<file path="src/inc/rrc_pkg.sv">
package rrc_pkg;
  // Timing
  localparam int CLK_KHZ = 125000;
  localparam int DETECT_MS = 20;
  localparam int WIN_US = 1000;
  localparam int WIN_CYC = CLK_KHZ * WIN_US / 1000;
  localparam int STABLE_WIN = DETECT_MS * 1000 / WIN_US;
  localparam int FRAME_KHZ = 8;
  localparam int FRAME_CYC = CLK_KHZ / FRAME_KHZ;
  localparam int SKEW_STEP_PS = 250;
  localparam int SKEW_MAX_PS = 32000;
  localparam int BOOT_CYC = 2;

  // Register offsets
  localparam logic [7:0] ADDR_OP = 8'h00;
  localparam logic [7:0] ADDR_MASK = 8'h01;
  localparam logic [7:0] ADDR_XSKEW = 8'h02;
  localparam logic [7:0] ADDR_STATUS = 8'h03;
  localparam logic [7:0] ADDR_OUT_RATE = 8'h04;
  localparam logic [7:0] ADDR_CFG_DATA = 8'h05;
  localparam logic [7:0] ADDR_REF_BASE = 8'h10;

  // Reset values
  localparam logic [3:0] OP_RST = 4'h8;
  localparam logic [7:0] MASK_RST = 8'h00;
  localparam logic [7:0] XSKEW_RST = 8'h00;
  localparam logic [3:0] RANK_RST = 4'hF;

  // Field positions
  localparam int OP_AUTO_BIT = 3;
  localparam int RANK_LSB = 4;
  localparam int ST_MASTER = 0;
  localparam int ST_REG_MODE = 1;
  localparam int ST_CFG_SRC = 2;
  localparam int ST_REF_OK = 3;
  localparam int ST_ACT_LSB = 4;

  // Rate codes: code n means count passed the first n bounds
  localparam logic [3:0] RATE_NONE = 4'h0;
  localparam int RATE_BOUNDS = 10;
  localparam int RATE_BOUND_KHZ [RATE_BOUNDS] = '{4, 800, 1800, 7500, 16200, 22680, 32400, 45360, 64800, 116640};
endpackage

</file>
<file path="src/rtl/rrc_ctrl.sv">
// Function
// - Detect which synchronized clock output rate the oscillator delivers, 12.96 to 155.52 MHz.
// - Accept up to eight reference inputs, each 8 kHz through 77.76 MHz.
// - Measure each reference rate and report it in its rate/rank register.
// - A changed reference rate needs 20 ms to detect; avoid manual selection meanwhile.
// - Automatic selection only picks references whose rate has settled.
// - Every active reference change is hitless via a phase build-out request.
// - Slave aligns its 8 kHz frame to the mate's frame output on cross-reference.
// - Slave turning master performs a phase build-out against its reference.
// - Outputs offset from cross-reference by programmed skew, 0.25 ns steps, up to 32 ns.
// - Role follows only the master/slave select pin, never changes by itself.
// - A promoted slave keeps the selection taken from its operational mode setting.
// - Reset returns all internal logic and registers to defaults.
// - After reset, mode and functions come from the hardware control pins.
// - Configuration data from serial memory, or loaded by host over the bus.
// - Configuration source pin: 0 loads over the bus, 1 from serial memory.
module rrc_ctrl #(
  parameter int N_REF = 8,
  parameter int WIN_CYC = rrc_pkg::WIN_CYC,
  parameter int FRAME_CYC = rrc_pkg::FRAME_CYC
) (
  input wire logic clk,
  input wire logic sys_rst,
  input wire logic [N_REF-1:0] ref_in,
  input wire logic sync_clk_in,
  input wire logic xref_in,
  input wire logic ms_sel_in,
  input wire logic ctl_reg_mode_in,
  input wire logic cfg_src_in,
  input wire logic [2:0] hw_ref_sel_in,
  input wire logic [7:0] reg_addr,
  input wire logic [7:0] reg_wdata,
  input wire logic reg_wr,
  input wire logic reg_rd,
  output logic [7:0] reg_rdata,
  output logic [2:0] active_ref,
  output logic ref_ok,
  output logic is_master,
  output logic phase_buildout,
  output logic [7:0] phase_offset,
  output logic frame_8k_output,
  output logic cfg_from_eeprom,
  output logic cfg_wr_strobe,
  output logic [7:0] cfg_wr_data
);
  localparam int STABLE_WIN = rrc_pkg::STABLE_WIN;

  initial begin
    if (N_REF < 1 || N_REF > 8) $error("N_REF must be 1 to 8");
    if (WIN_CYC < 2 || WIN_CYC >= (1 << 23)) $error("WIN_CYC out of range");
    if (FRAME_CYC < 2 || FRAME_CYC >= (1 << 16)) $error("FRAME_CYC out of range");
  end

  typedef struct packed {
    logic [N_REF-1:0] ref_s1;
    logic [N_REF-1:0] ref_s2;
    logic [N_REF-1:0] ref_s3;
    logic [2:0] sclk_s;
    logic [2:0] xref_s;
    logic [1:0] ms_s;
    logic [1:0] ctl_s;
    logic [1:0] cfg_s;
    logic [2:0] hws1;
    logic [2:0] hws2;
    logic [1:0] boot;
    logic reg_mode;
    logic cfg_src;
    logic master;
    logic [23:0] win;
    logic [N_REF-1:0][23:0] cnt;
    logic [N_REF-1:0][3:0] rate;
    logic [N_REF-1:0][4:0] stab;
    logic [N_REF-1:0][3:0] rank;
    logic [23:0] out_cnt;
    logic [3:0] out_rate;
    logic [3:0] op;
    logic [7:0] mask;
    logic [7:0] xskew;
    logic [2:0] sel;
    logic ok;
    logic pbo;
    logic [7:0] poff;
    logic [15:0] frm;
    logic frame;
    logic cfg_stb;
    logic [7:0] cfg_data;
    logic [7:0] rdata;
  } rrc_state_s;

  rrc_state_s q;
  rrc_state_s d;
  logic [N_REF-1:0] qual;
  logic [N_REF-1:0] ref_edge;
  logic xref_edge;

  function automatic logic [3:0] rate_of(input logic [23:0] cnt);
    logic [3:0] code;
    logic [47:0] scaled;
    code = rrc_pkg::RATE_NONE;
    scaled = 48'(cnt) * 48'(rrc_pkg::CLK_KHZ);
    for (int b = 0; b < rrc_pkg::RATE_BOUNDS; b++) begin
      if (scaled >= 48'(rrc_pkg::RATE_BOUND_KHZ[b]) * 48'(WIN_CYC)) code = 4'(b + 1);
    end
    return code;
  endfunction

  // qualified once rate held for the detect interval
  always_comb begin
    for (int i = 0; i < N_REF; i++) begin
      qual[i] = (q.stab[i] == 5'(STABLE_WIN)) && (q.rate[i] != rrc_pkg::RATE_NONE);
    end
  end

  assign ref_edge = q.ref_s2 & ~q.ref_s3;
  assign xref_edge = q.xref_s[1] & ~q.xref_s[2];

  always_comb begin
    logic [3:0] best_rank;
    logic [2:0] pick;
    logic found;
    logic [3:0] r;
    best_rank = 4'hF;
    pick = 3'h0;
    found = 1'b0;
    r = 4'h0;
    d = q;
    d.ref_s1 = ref_in;
    d.ref_s2 = q.ref_s1;
    d.ref_s3 = q.ref_s2;
    d.sclk_s = {q.sclk_s[1:0], sync_clk_in};
    d.xref_s = {q.xref_s[1:0], xref_in};
    d.ms_s = {q.ms_s[0], ms_sel_in};
    d.ctl_s = {q.ctl_s[0], ctl_reg_mode_in};
    d.cfg_s = {q.cfg_s[0], cfg_src_in};
    d.hws1 = hw_ref_sel_in;
    d.hws2 = q.hws1;
    d.pbo = 1'b0;
    d.cfg_stb = 1'b0;
    d.rdata = 8'h00;

    // control straps caught once the synchronizers have filled
    if (q.boot != 2'(rrc_pkg::BOOT_CYC + 1)) d.boot = q.boot + 2'h1;
    if (q.boot == 2'(rrc_pkg::BOOT_CYC)) begin
      d.reg_mode = q.ctl_s[1];
      d.cfg_src = q.cfg_s[1];
    end

    // role only from the synchronized select pin
    d.master = q.ms_s[1];

    // count reference edges over the gate window
    if (q.win == 24'(WIN_CYC - 1)) begin
      d.win = 24'h00_0000;
      for (int i = 0; i < N_REF; i++) begin
        r = rate_of(q.cnt[i]);
        d.cnt[i] = {23'h00_0000, ref_edge[i]};
        d.rate[i] = r;
        // detection restarts the 20 ms settle on any change
        if (r != q.rate[i]) d.stab[i] = 5'h00;
        else if (q.stab[i] != 5'(STABLE_WIN)) d.stab[i] = q.stab[i] + 5'h01;
      end
      d.out_rate = rate_of(q.out_cnt);
      d.out_cnt = {23'h00_0000, q.sclk_s[1] & ~q.sclk_s[2]};
    end else begin
      d.win = q.win + 24'h00_0001;
      for (int i = 0; i < N_REF; i++) begin
        d.cnt[i] = q.cnt[i] + {23'h00_0000, ref_edge[i]};
      end
      d.out_cnt = q.out_cnt + {23'h00_0000, q.sclk_s[1] & ~q.sclk_s[2]};
    end

    // Register writes
    if (reg_wr) begin
      unique case (reg_addr)
        rrc_pkg::ADDR_OP: d.op = reg_wdata[3:0];
        rrc_pkg::ADDR_MASK: d.mask = reg_wdata;
        rrc_pkg::ADDR_XSKEW: d.xskew = reg_wdata;
        rrc_pkg::ADDR_CFG_DATA: begin
          // bus load only when the source pin selects the bus
          if (!q.cfg_src && q.boot == 2'(rrc_pkg::BOOT_CYC + 1)) begin
            d.cfg_stb = 1'b1;
            d.cfg_data = reg_wdata;
          end
        end
        default: begin
          if (reg_addr[7:3] == rrc_pkg::ADDR_REF_BASE[7:3] && 32'(reg_addr[2:0]) < N_REF) begin
            d.rank[reg_addr[2:0]] = reg_wdata[7:rrc_pkg::RANK_LSB];
          end
        end
      endcase
    end

    // Register reads, data stands one cycle later
    if (reg_rd) begin
      unique case (reg_addr)
        rrc_pkg::ADDR_OP: d.rdata = {4'h0, q.op};
        rrc_pkg::ADDR_MASK: d.rdata = q.mask;
        rrc_pkg::ADDR_XSKEW: d.rdata = q.xskew;
        rrc_pkg::ADDR_STATUS: begin
          d.rdata[rrc_pkg::ST_MASTER] = q.master;
          d.rdata[rrc_pkg::ST_REG_MODE] = q.reg_mode;
          d.rdata[rrc_pkg::ST_CFG_SRC] = q.cfg_src;
          d.rdata[rrc_pkg::ST_REF_OK] = q.ok;
          d.rdata[rrc_pkg::ST_ACT_LSB +: 3] = q.sel;
        end
        rrc_pkg::ADDR_OUT_RATE: d.rdata = {4'h0, q.out_rate};
        default: begin
          if (reg_addr[7:3] == rrc_pkg::ADDR_REF_BASE[7:3] && 32'(reg_addr[2:0]) < N_REF) begin
            d.rdata = {q.rank[reg_addr[2:0]], q.rate[reg_addr[2:0]]};
          end
        end
      endcase
    end

    // automatic pick of best-ranked settled, enabled reference
    if (q.reg_mode && q.op[rrc_pkg::OP_AUTO_BIT]) begin
      for (int i = 0; i < N_REF; i++) begin
        if (qual[i] && !q.mask[i] && (!found || q.rank[i] < best_rank)) begin
          found = 1'b1;
          best_rank = q.rank[i];
          pick = 3'(i);
        end
      end
      // Nothing usable: stay on the last reference
      d.sel = found ? pick : q.sel;
    end else if (q.reg_mode) begin
      // selection carried in the operational mode setting
      d.sel = q.op[2:0];
    end else begin
      d.sel = q.hws2;
    end
    d.ok = qual[d.sel];

    // selection change requests a phase build-out
    if (d.sel != q.sel) d.pbo = 1'b1;
    // build-out on slave to master promotion
    if (d.master && !q.master) d.pbo = 1'b1;

    // programmed skew applies while slaved to cross-reference
    d.poff = d.master ? 8'h00 : d.xskew;

    // slave frame counter restarts on mate's frame edge
    if (!q.master && xref_edge) d.frm = 16'h0000;
    else if (q.frm == 16'(FRAME_CYC - 1)) d.frm = 16'h0000;
    else d.frm = q.frm + 16'h0001;
    d.frame = (d.frm == 16'h0000);
  end

  always_ff @(posedge clk) begin
    if (sys_rst) begin
      q <= '0;
      q.op <= rrc_pkg::OP_RST;
      q.mask <= rrc_pkg::MASK_RST;
      q.xskew <= rrc_pkg::XSKEW_RST;
      for (int i = 0; i < N_REF; i++) q.rank[i] <= rrc_pkg::RANK_RST;
    end else begin
      q <= d;
    end
  end

  assign reg_rdata = q.rdata;
  assign active_ref = q.sel;
  assign ref_ok = q.ok;
  assign is_master = q.master;
  assign phase_buildout = q.pbo;
  assign phase_offset = q.poff;
  assign frame_8k_output = q.frame;
  // serial memory path chosen by the strap
  assign cfg_from_eeprom = q.cfg_src;
  assign cfg_wr_strobe = q.cfg_stb;
  assign cfg_wr_data = q.cfg_data;

  a_role_pin: assert property (@(posedge clk) disable iff (sys_rst)
    !$past(sys_rst, 1) && !$past(sys_rst, 2) && !$past(sys_rst, 3) |-> is_master == $past(ms_sel_in, 3))
    else $error("role does not follow select pin");
  a_promote_pbo: assert property (@(posedge clk) disable iff (sys_rst)
    !$past(sys_rst) && $rose(is_master) |-> phase_buildout)
    else $error("no build-out on promotion");
  a_switch_hitless: assert property (@(posedge clk) disable iff (sys_rst)
    !$past(sys_rst) && $changed(active_ref) |-> phase_buildout)
    else $error("reference change without build-out");
  a_auto_settled: assert property (@(posedge clk) disable iff (sys_rst)
    !$past(sys_rst) && $past(q.reg_mode && q.op[3]) && $changed(active_ref)
    |-> ref_ok && $past(q.stab[d.sel] == 5'(STABLE_WIN)))
    else $error("unsettled reference picked");
  a_skew_slave: assert property (@(posedge clk) disable iff (sys_rst)
    phase_offset == (is_master ? 8'h00 : q.xskew))
    else $error("phase offset wrong for role");
  a_frame_align: assert property (@(posedge clk) disable iff (sys_rst)
    !q.master && xref_edge |=> frame_8k_output)
    else $error("slave frame not aligned to cross-reference");
  a_cfg_source: assert property (@(posedge clk) disable iff (sys_rst)
    cfg_wr_strobe |-> !cfg_from_eeprom)
    else $error("bus config write while memory selected");
  a_cfg_write: assert property (@(posedge clk) disable iff (sys_rst)
    reg_wr && reg_addr == rrc_pkg::ADDR_CFG_DATA && !q.cfg_src && q.boot == 2'h3
    |=> cfg_wr_strobe && cfg_wr_data == $past(reg_wdata))
    else $error("config write lost");
  a_rate_read: assert property (@(posedge clk) disable iff (sys_rst)
    reg_rd && reg_addr == rrc_pkg::ADDR_REF_BASE |=> reg_rdata[3:0] == $past(q.rate[0]))
    else $error("rate register misreports");
  a_manual_sel: assert property (@(posedge clk) disable iff (sys_rst)
    q.reg_mode && !q.op[3] |=> active_ref == $past(q.op[2:0]))
    else $error("manual selection not taken");
  a_reset_dflt: assert property (@(posedge clk)
    $past(sys_rst) && !sys_rst |-> q.op == rrc_pkg::OP_RST && q.mask == 8'h00 && !cfg_wr_strobe && !phase_buildout)
    else $error("defaults not restored");

  c_promote: cover property (@(posedge clk) disable iff (sys_rst) $rose(is_master));
  c_auto_switch: cover property (@(posedge clk) disable iff (sys_rst) q.op[3] && $changed(active_ref));
  c_cfg_load: cover property (@(posedge clk) disable iff (sys_rst) cfg_wr_strobe);
  c_slave_frame: cover property (@(posedge clk) disable iff (sys_rst) !is_master && frame_8k_output);
endmodule

</file>
<file path="config.mk">
export PLATFORM = sky130hd
export DESIGN_NAME = rrc_ctrl
export DESIGN_NICKNAME = d
export VERILOG_FILES = /design/src/inc/rrc_pkg.sv /design/src/rtl/rrc_ctrl.sv
export SDC_FILE = /design/constraint.sdc
export NUM_CORES = 2
export LEC_CHECK = 0
export ABC_AREA = 0
export CORE_ASPECT_RATIO = 0.75
export CORE_MARGIN = 5
export CORE_UTILIZATION = 45
export DETAILED_ROUTE_END_ITERATION = 7
export DONT_BUFFER_PORTS = 1
export HOLD_SLACK_MARGIN = 0.12
export PLACE_DENSITY = 0.58
export RECOVER_POWER = 25
export SLEW_MARGIN = 20
export SYNTH_ARGS = -nofsm -noshare
export SYNTH_HDL_FRONTEND = slang
export SYNTH_SLANG_ARGS = --single-unit
</file>
<file path="constraint.sdc">
create_clock -name clk -period 20.7 [get_ports clk]
set_input_delay 2.07 -clock clk [delete_from_list [all_inputs] [get_ports clk]]
set_output_delay 2.07 -clock clk [all_outputs]
set_load 0.02 [all_outputs]
</file>
After elaboration in Yosys (flattened, before gate mapping)

Cells that the tools add are included.

Word-level logic and storage cells: 508
Output and inout bits: 33
Register bits: 462

Multipliers: 9
Eq/ne operators: 36
Add/sub/neg operators: 20
Mux-type cells: 175
Bitwise operators: 10
Reductions and logical operators: 88
Order comparisons: 100

Operators with widths:

| kind                                                  | number |
|---|---|
| >= comparator 41 x 32 -> 1 bit, second input constant | 18 |
| >= comparator 41 x 33 -> 1 bit, second input constant | 18 |
| 2-to-1 mux 4 bit                                      | 106 |
| >= comparator 41 x 19 -> 1 bit, second input constant | 9 |
| >= comparator 41 x 27 -> 1 bit, second input constant | 9 |
| >= comparator 41 x 28 -> 1 bit, second input constant | 9 |
| >= comparator 41 x 30 -> 1 bit, second input constant | 9 |
| >= comparator 41 x 31 -> 1 bit, second input constant | 9 |
| >= comparator 41 x 34 -> 1 bit, second input constant | 9 |
| multiplier 24 x 14 -> 38 bit, second input constant   | 9 |
| adder 24 x 1 -> 24 bit                                | 9 |
| 2-to-1 mux 169 bit                                    | 1 |
| 2-to-1 mux 5 bit                                      | 16 |
| adder 5 x 1 -> 5 bit, second input constant           | 8 |
| equality test 5 bit, second input constant            | 8 |
| inequality test 5 bit, second input constant          | 8 |
| case mux 7 bit (5 select lines)                       | 1 |
| bitwise mux 32 bit                                    | 1 |
| 2-to-1 mux 16 bit                                     | 2 |
| inequality test 4 bit                                 | 8 |
| nonzero test 4 bit                                    | 8 |
| 2-to-1 mux 1 bit                                      | 30 |
| logical AND 1 bit                                     | 28 |
| < comparator 4 bit                                    | 7 |
| other kinds (35)                                      | 98 |

Logic depth before layout (Yosys ltp)

Depth in word-level cells: 45
Depth in mapped cells: 63
Depth with buffers taken out: 62

Worst setup path after synthesis

OpenSTA, ideal clock, no wires.

Path kind: register to register
Start: register q[127] in the netlist's numbering
End: register q (netlist bit ref_ok)
Setup time: 117 ps
Setup slack: 9808 ps
Cell stages (with the launch flop): 62
Arrival: 10775 ps
Buffers on the path: 1
Cells stage by stage: dfxtp_1 inv_1 ha_1 nand4b_1 or3_1 nor2_1 ha_1 and2_1 a2111o_1 a2bb2oi_2 nand2_1 o21ai_0 ha_1 a21boi_0 nand2b_1 a41oi_1 nand2_1 mux2i_1 [... 26 more ...] ha_1 or4_1 nor3_1 inv_1 a31oi_1 a21o_4 nand2_1 o21a_1 ha_1 a21o_1 a21oi_1 nand4_1 a31oi_1 a21oi_1 a21oi_4 mux2_2 mux2i_1 o2bb2ai_1

Word-level cells in the longest chain between the ends: 44
Elaborated cells between the ends (all ways): 72

RTL lines:

| what                                                    | RTL line        | text |
|---|---|---|
| start: declaration                                      | rrc_ctrl.sv:90  | `rrc_state_s q;` |
| equality test 5 bit *                                   | rrc_ctrl.sv:110 | `qual[i] = (q.stab[i] == 5'(STABLE_WIN)) && (q.rate[i] != rrc_pkg::RATE_NONE);` |
| logical AND 1 bit *                                     | rrc_ctrl.sv:110 |  |
| logical AND 1 bit                                       | rrc_ctrl.sv:218 | `if (qual[i] && !q.mask[i] && (!found \|\| q.rank[i] < best_rank)) begin` |
| 2-to-1 mux 4 bit or 2-to-1 mux 1 bit (tied branches)    | rrc_ctrl.sv:218 |  |
| 2-to-1 mux 4 bit or 2-to-1 mux 1 bit (tied branches)    | rrc_ctrl.sv:216 | `if (q.reg_mode && q.op[rrc_pkg::OP_AUTO_BIT]) begin` |
| < comparator 4 bit or logical NOT 1 bit (tied branches) | rrc_ctrl.sv:218 |  |
| logical OR 1 bit                                        | rrc_ctrl.sv:218 |  |
| logical AND 1 bit                                       | rrc_ctrl.sv:218 |  |
| [... 28 more ...]                                       | --              |  |
| logical OR 1 bit                                        | rrc_ctrl.sv:218 |  |
| logical AND 1 bit                                       | rrc_ctrl.sv:218 |  |
| 2-to-1 mux 1 bit                                        | rrc_ctrl.sv:218 |  |
| 2-to-1 mux 1 bit                                        | rrc_ctrl.sv:216 |  |
| 2-to-1 mux 3 bit                                        | rrc_ctrl.sv:225 | `d.sel = found ? pick : q.sel;` |
| 2-to-1 mux 3 bit                                        | rrc_ctrl.sv:216 |  |
| binary-select mux 1 bit (select 3 bit) *                | rrc_ctrl.sv:232 | `d.ok = qual[d.sel];` |
| 2-to-1 mux 1 bit (not written as such) *                | rrc_ctrl.sv:232 |  |

Mark *: on every way between the ends. The rest lies on a longest branch, timed or not. The select of a mux whose other input is x is not followed.
A chain may end at the register's enable or synchronous reset.

Final worst setup path

Ends and elaborated chain as after synthesis.

==> reports/qor.csv <==
stage,metric,value,unit
critical_path,CP top delay family,compound AO/OA/AOI/OAI gates,
layout,Final #Nets,10826,
critical_path,Reg2Reg Depth,60,
clock_tree,Num CTS Buffers,57,
critical_path,CP max FO,9,
timing,Slew HR,-1.23,
global_route,vias in the first global route,59871,
timing,measured slew at the worst slew-check pin,3350,ps
critical_path,Arrival @ worst endpoint,13500,ps
critical_path,critical path class,reg2reg,
layout,Area Overhead vs Synth,5.49,%
global_route,first-pass GRT wire length,315,mm
critical_path,CP bufs+invs,5,
clock_tree,CTS Buffer Depth,3,
synth,predominant post-synthesis flop cell,dfxtp_1,
synth,Netlist Area Pre-Place,0.0777,mm^2
routing,DR WL/cell,17.3,um
layout,fin area,0.0820,mm^2
critical_path,reg-to-reg startpoint,q[127],
timing,endpoints failing setup,0,
global_route,total congestion overflow,0,
clock_tree,clock transition at the registers of the reported paths,80,ps
placement,post-detail-place hpwl,153,mm
synth,sequential area share after synthesis,0.119,
timing,Final WS setup,7820,ps
clock_tree,hold_buf cts,0,
critical_path,Crit. End Element,flop,
layout,register area,0.00925,mm^2
synth,largest cells by area after synthesis,"ha_1, fa_1, dfxtp_1",
synth,post-synthesis async set-or-reset flop share,0,
power,static leakage,43.8,nW
synth,Synth top area share,0.227,
layout,Inserted Diodes,0,
global_route,total global routing track utilization,0.207,
placement,dpl ws,7950,ps
routing,post-route ant nets,0,
clock_tree,Root Buffer,clkbuf_16,
timing,unrepaired setup endpoints after global routing,false,
clock_tree,Clock Sinks,462,
min_path,worst hold stages,1,
clock_tree,postcts setup bufs,0,
synth,YS warnings,0,
run_status,status,finished with violations,
global_route,largest net degree at the start of global routing,158,
timing,"Hold Vio Cnt, Final",0,
min_path,Worst Hold End,d[438],
synth,Netlist cell types,106,
placement,dpl cell area,0.0800,mm^2
power,Pwr Density,26.5,mW/mm^2
run,Max-Cap Viols,5,
timing,worst clock skew,57.2,ps
timing,Final Max Tran Viols,209,
floorplan,Rows,132,
critical_path,crit path launch type,flop,
floorplan,die height,370,um
synth,Yosys reg bits,462,
routing,DR vias,60434,
min_path,HP Start,d[446],
floorplan,die area,0.181,mm^2
timing,fin crit share,0.622,
routing,DRC viols,0,
floorplan,initial core utilization,0.451,
placement,number of buffers added on ports,0,
layout,area of the multi-input gates,0.0639,mm^2
floorplan,CORE AREA,0.172,mm^2
timing,Setup TNS,0,ps
global_route,initial antenna violation count,3,
timing,Peak Freq,77.7,MHz
synth,Mapped Avg Cell Area,9.01,um^2
routing,Routed Wire Length,188,mm
clock_tree,TritonCTS clock tree,built,
critical_path,"slowest stage cell, crit path",or3_1,
synth,Synth area leader,ha_1,
routing,Via density,5.57,
critical_path,Worst path depth,60,
critical_path,reg2reg setup slack,7820,ps
routing,DRT Pass-1 Iters,7,
run_status,failing checks,"max-capacitance violations, max-slew violations",
synth,number of flops mapped to enable cells by yosys,0,
synth,syn nets,10929,
timing,final worst path period need,12880,ps
clock_tree,# resized after CTS,0,
placement,Final Wtd Congestion,0.862,
layout,share of cells above drive strength 1,0.0300,
clock_tree,insertion delay to the later sink of the worst-skew pair,730,ps
clock_tree,H-tree levels,2,
floorplan,Top-Level Pins,69,
critical_path,CP required,21320,ps
min_path,Hold Path Class,reg2reg,
floorplan,die width,490,um
critical_path,RR Endpoint,ref_ok,
critical_path,largest stage delay on the critical path,560,ps
layout,layout filler cell count,16279,
synth,Syn Inst Count,8629,
power,Max VDD drop,0.0834,mV
routing,1st-iter DRT viols,3609,
registers in the layout, summed over array words and instances, names as in the netlist, 3 cells and up:
signal,count
active_ref,3
cfg_wr_data,8
d,27
phase_offset,8
q,402
reg_rdata,8
area by class of cell:
| cell class | count | share of cell area |
|---|---|---|
| Clock buffer | 71 | 0.0189 |
| Clock inverter | 36 | 0.00638 |
| Inverter | 1025 | 0.0469 |
| Multi-Input combinational cell | 6962 | 0.779 |
| Sequential cell | 462 | 0.113 |
| Tap cell | 2278 | 0.0348 |
| Timing Repair Buffer | 18 | 0.00146 |
worst reg2reg max path: cells and delay by family (launching register included):
| kind | cells | cell delay (ps) |
|---|---|---|
| flops | 1 | 340 |
| compound gates | 24 | 5270 |
| mux | 4 | 1130 |
| fa+ha+maj | 8 | 1930 |
| simple gates | 19 | 3760 |
| buf+inv | 5 | 410 |
how the worst max path moves through the flow:
stage	startpoint	to
finish	q[127]	ref_ok
global route	q[127]	ref_ok
CTS	q[127]	ref_ok
detailed placement	q[127]	ref_ok
global placement	q[127]	ref_ok
floorplan	q[127]	ref_ok
synthesized netlist by cell type, types with 17 or more instances:
library cell and n:
or4_1 31, o21ai_0 309, ha_1 1409, a31o_2 22, clkbuf_1 139, inv_1 1025
xor2_1 172, o21bai_1 33, o31a_1 23, o311ai_0 31, nor2_1 726, nand2_1 483
a2111oi_0 36, nand3_1 244, nor2b_1 110, or2_2 48, nand2b_1 81, nor4_1 68
nor3_1 179, o41ai_1 18, and3_1 125, xnor2_1 328, and2_1 55, a211o_1 35
buf_4 27, o31ai_1 33, a21o_1 108, mux2i_1 75, fa_1 855, or3_1 51
dfxtp_1 462, nor3b_1 32, o211ai_1 67, a31oi_1 88, o21a_1 92, o2111ai_1 42
a41oi_1 19, mux2_2 17, a311oi_1 35, nand4_1 83, a211oi_1 93, a21boi_0 35
a21oi_1 344, o22ai_1 21, o311a_1 17
layer usage:
| layer | wire, um | track usage | vias up | part of all wire |
|---|---|---|---|---|
| met4 | 3110 | 0.0358 | 0 | 0.017 |
| met2 | 78900 | 0.316 | 1002 | 0.42 |
| li1 | - | - | 29993 | - |
| met5 | 0 | 0 | - | 0 |
| met1 | 99100 | 0.318 | 29270 | 0.53 |
| met3 | 7130 | 0.0224 | 169 | 0.038 |
placed cells by master (no fill, tap or decap), drive strengths merged, types with 92 or more instances in the layout:
cell / n
dfxtp: 462
fa: 855
xor2: 172
o21a: 92
nor2b: 110
a21oi: 346
and3: 125
ha: 1409
nor2: 726
o21ai: 320
inv: 1030
a211oi: 93
nand2: 484
nand3: 244
a21o: 109
xnor2: 328
nor3: 179
kinds of logic (layout without fill, tap and decap cells):
kind of cell	count (synthesis)	after routing	share of synthesized area
flops	462	462	0.119
xor+xnor	500	500	0.0563
simple gates	2406	2406	0.152
buf+inv	1205	1150	0.0596
compound gates	1682	1682	0.149
fa+ha+maj	2265	2265	0.447
mux	109	109	0.0169
report_power, final:
| group | internal [mW] | total, mW | switching, mW |
|---|---|---|---|
| Combinational | 0.0499 | 0.134 | 0.0840 |
| Sequential | 0.897 | 0.909 | 0.0118 |
| Clock | 0.651 | 1.13 | 0.479 |
| Total | 1.60 | 2.17 | 0.575 |
through the flow:
| step | cells | hold slack, ps | power, mW | utilization |
|---|---|---|---|---|
| detailed placement | 10745 | 429 | 1.06 | 0.464 |
| floorplan | 8629 | 414 | 1.03 | - |
| global placement | 10745 | 419 | 1.06 | 0.464 |
| finish | 10852 | 440 | 2.17 | 0.476 |
| global route | 10852 | 458 | 2.27 | 0.476 |
| CTS | 10852 | 445 | 2.21 | 0.476 |
Power figures use the tool's default switching activity.
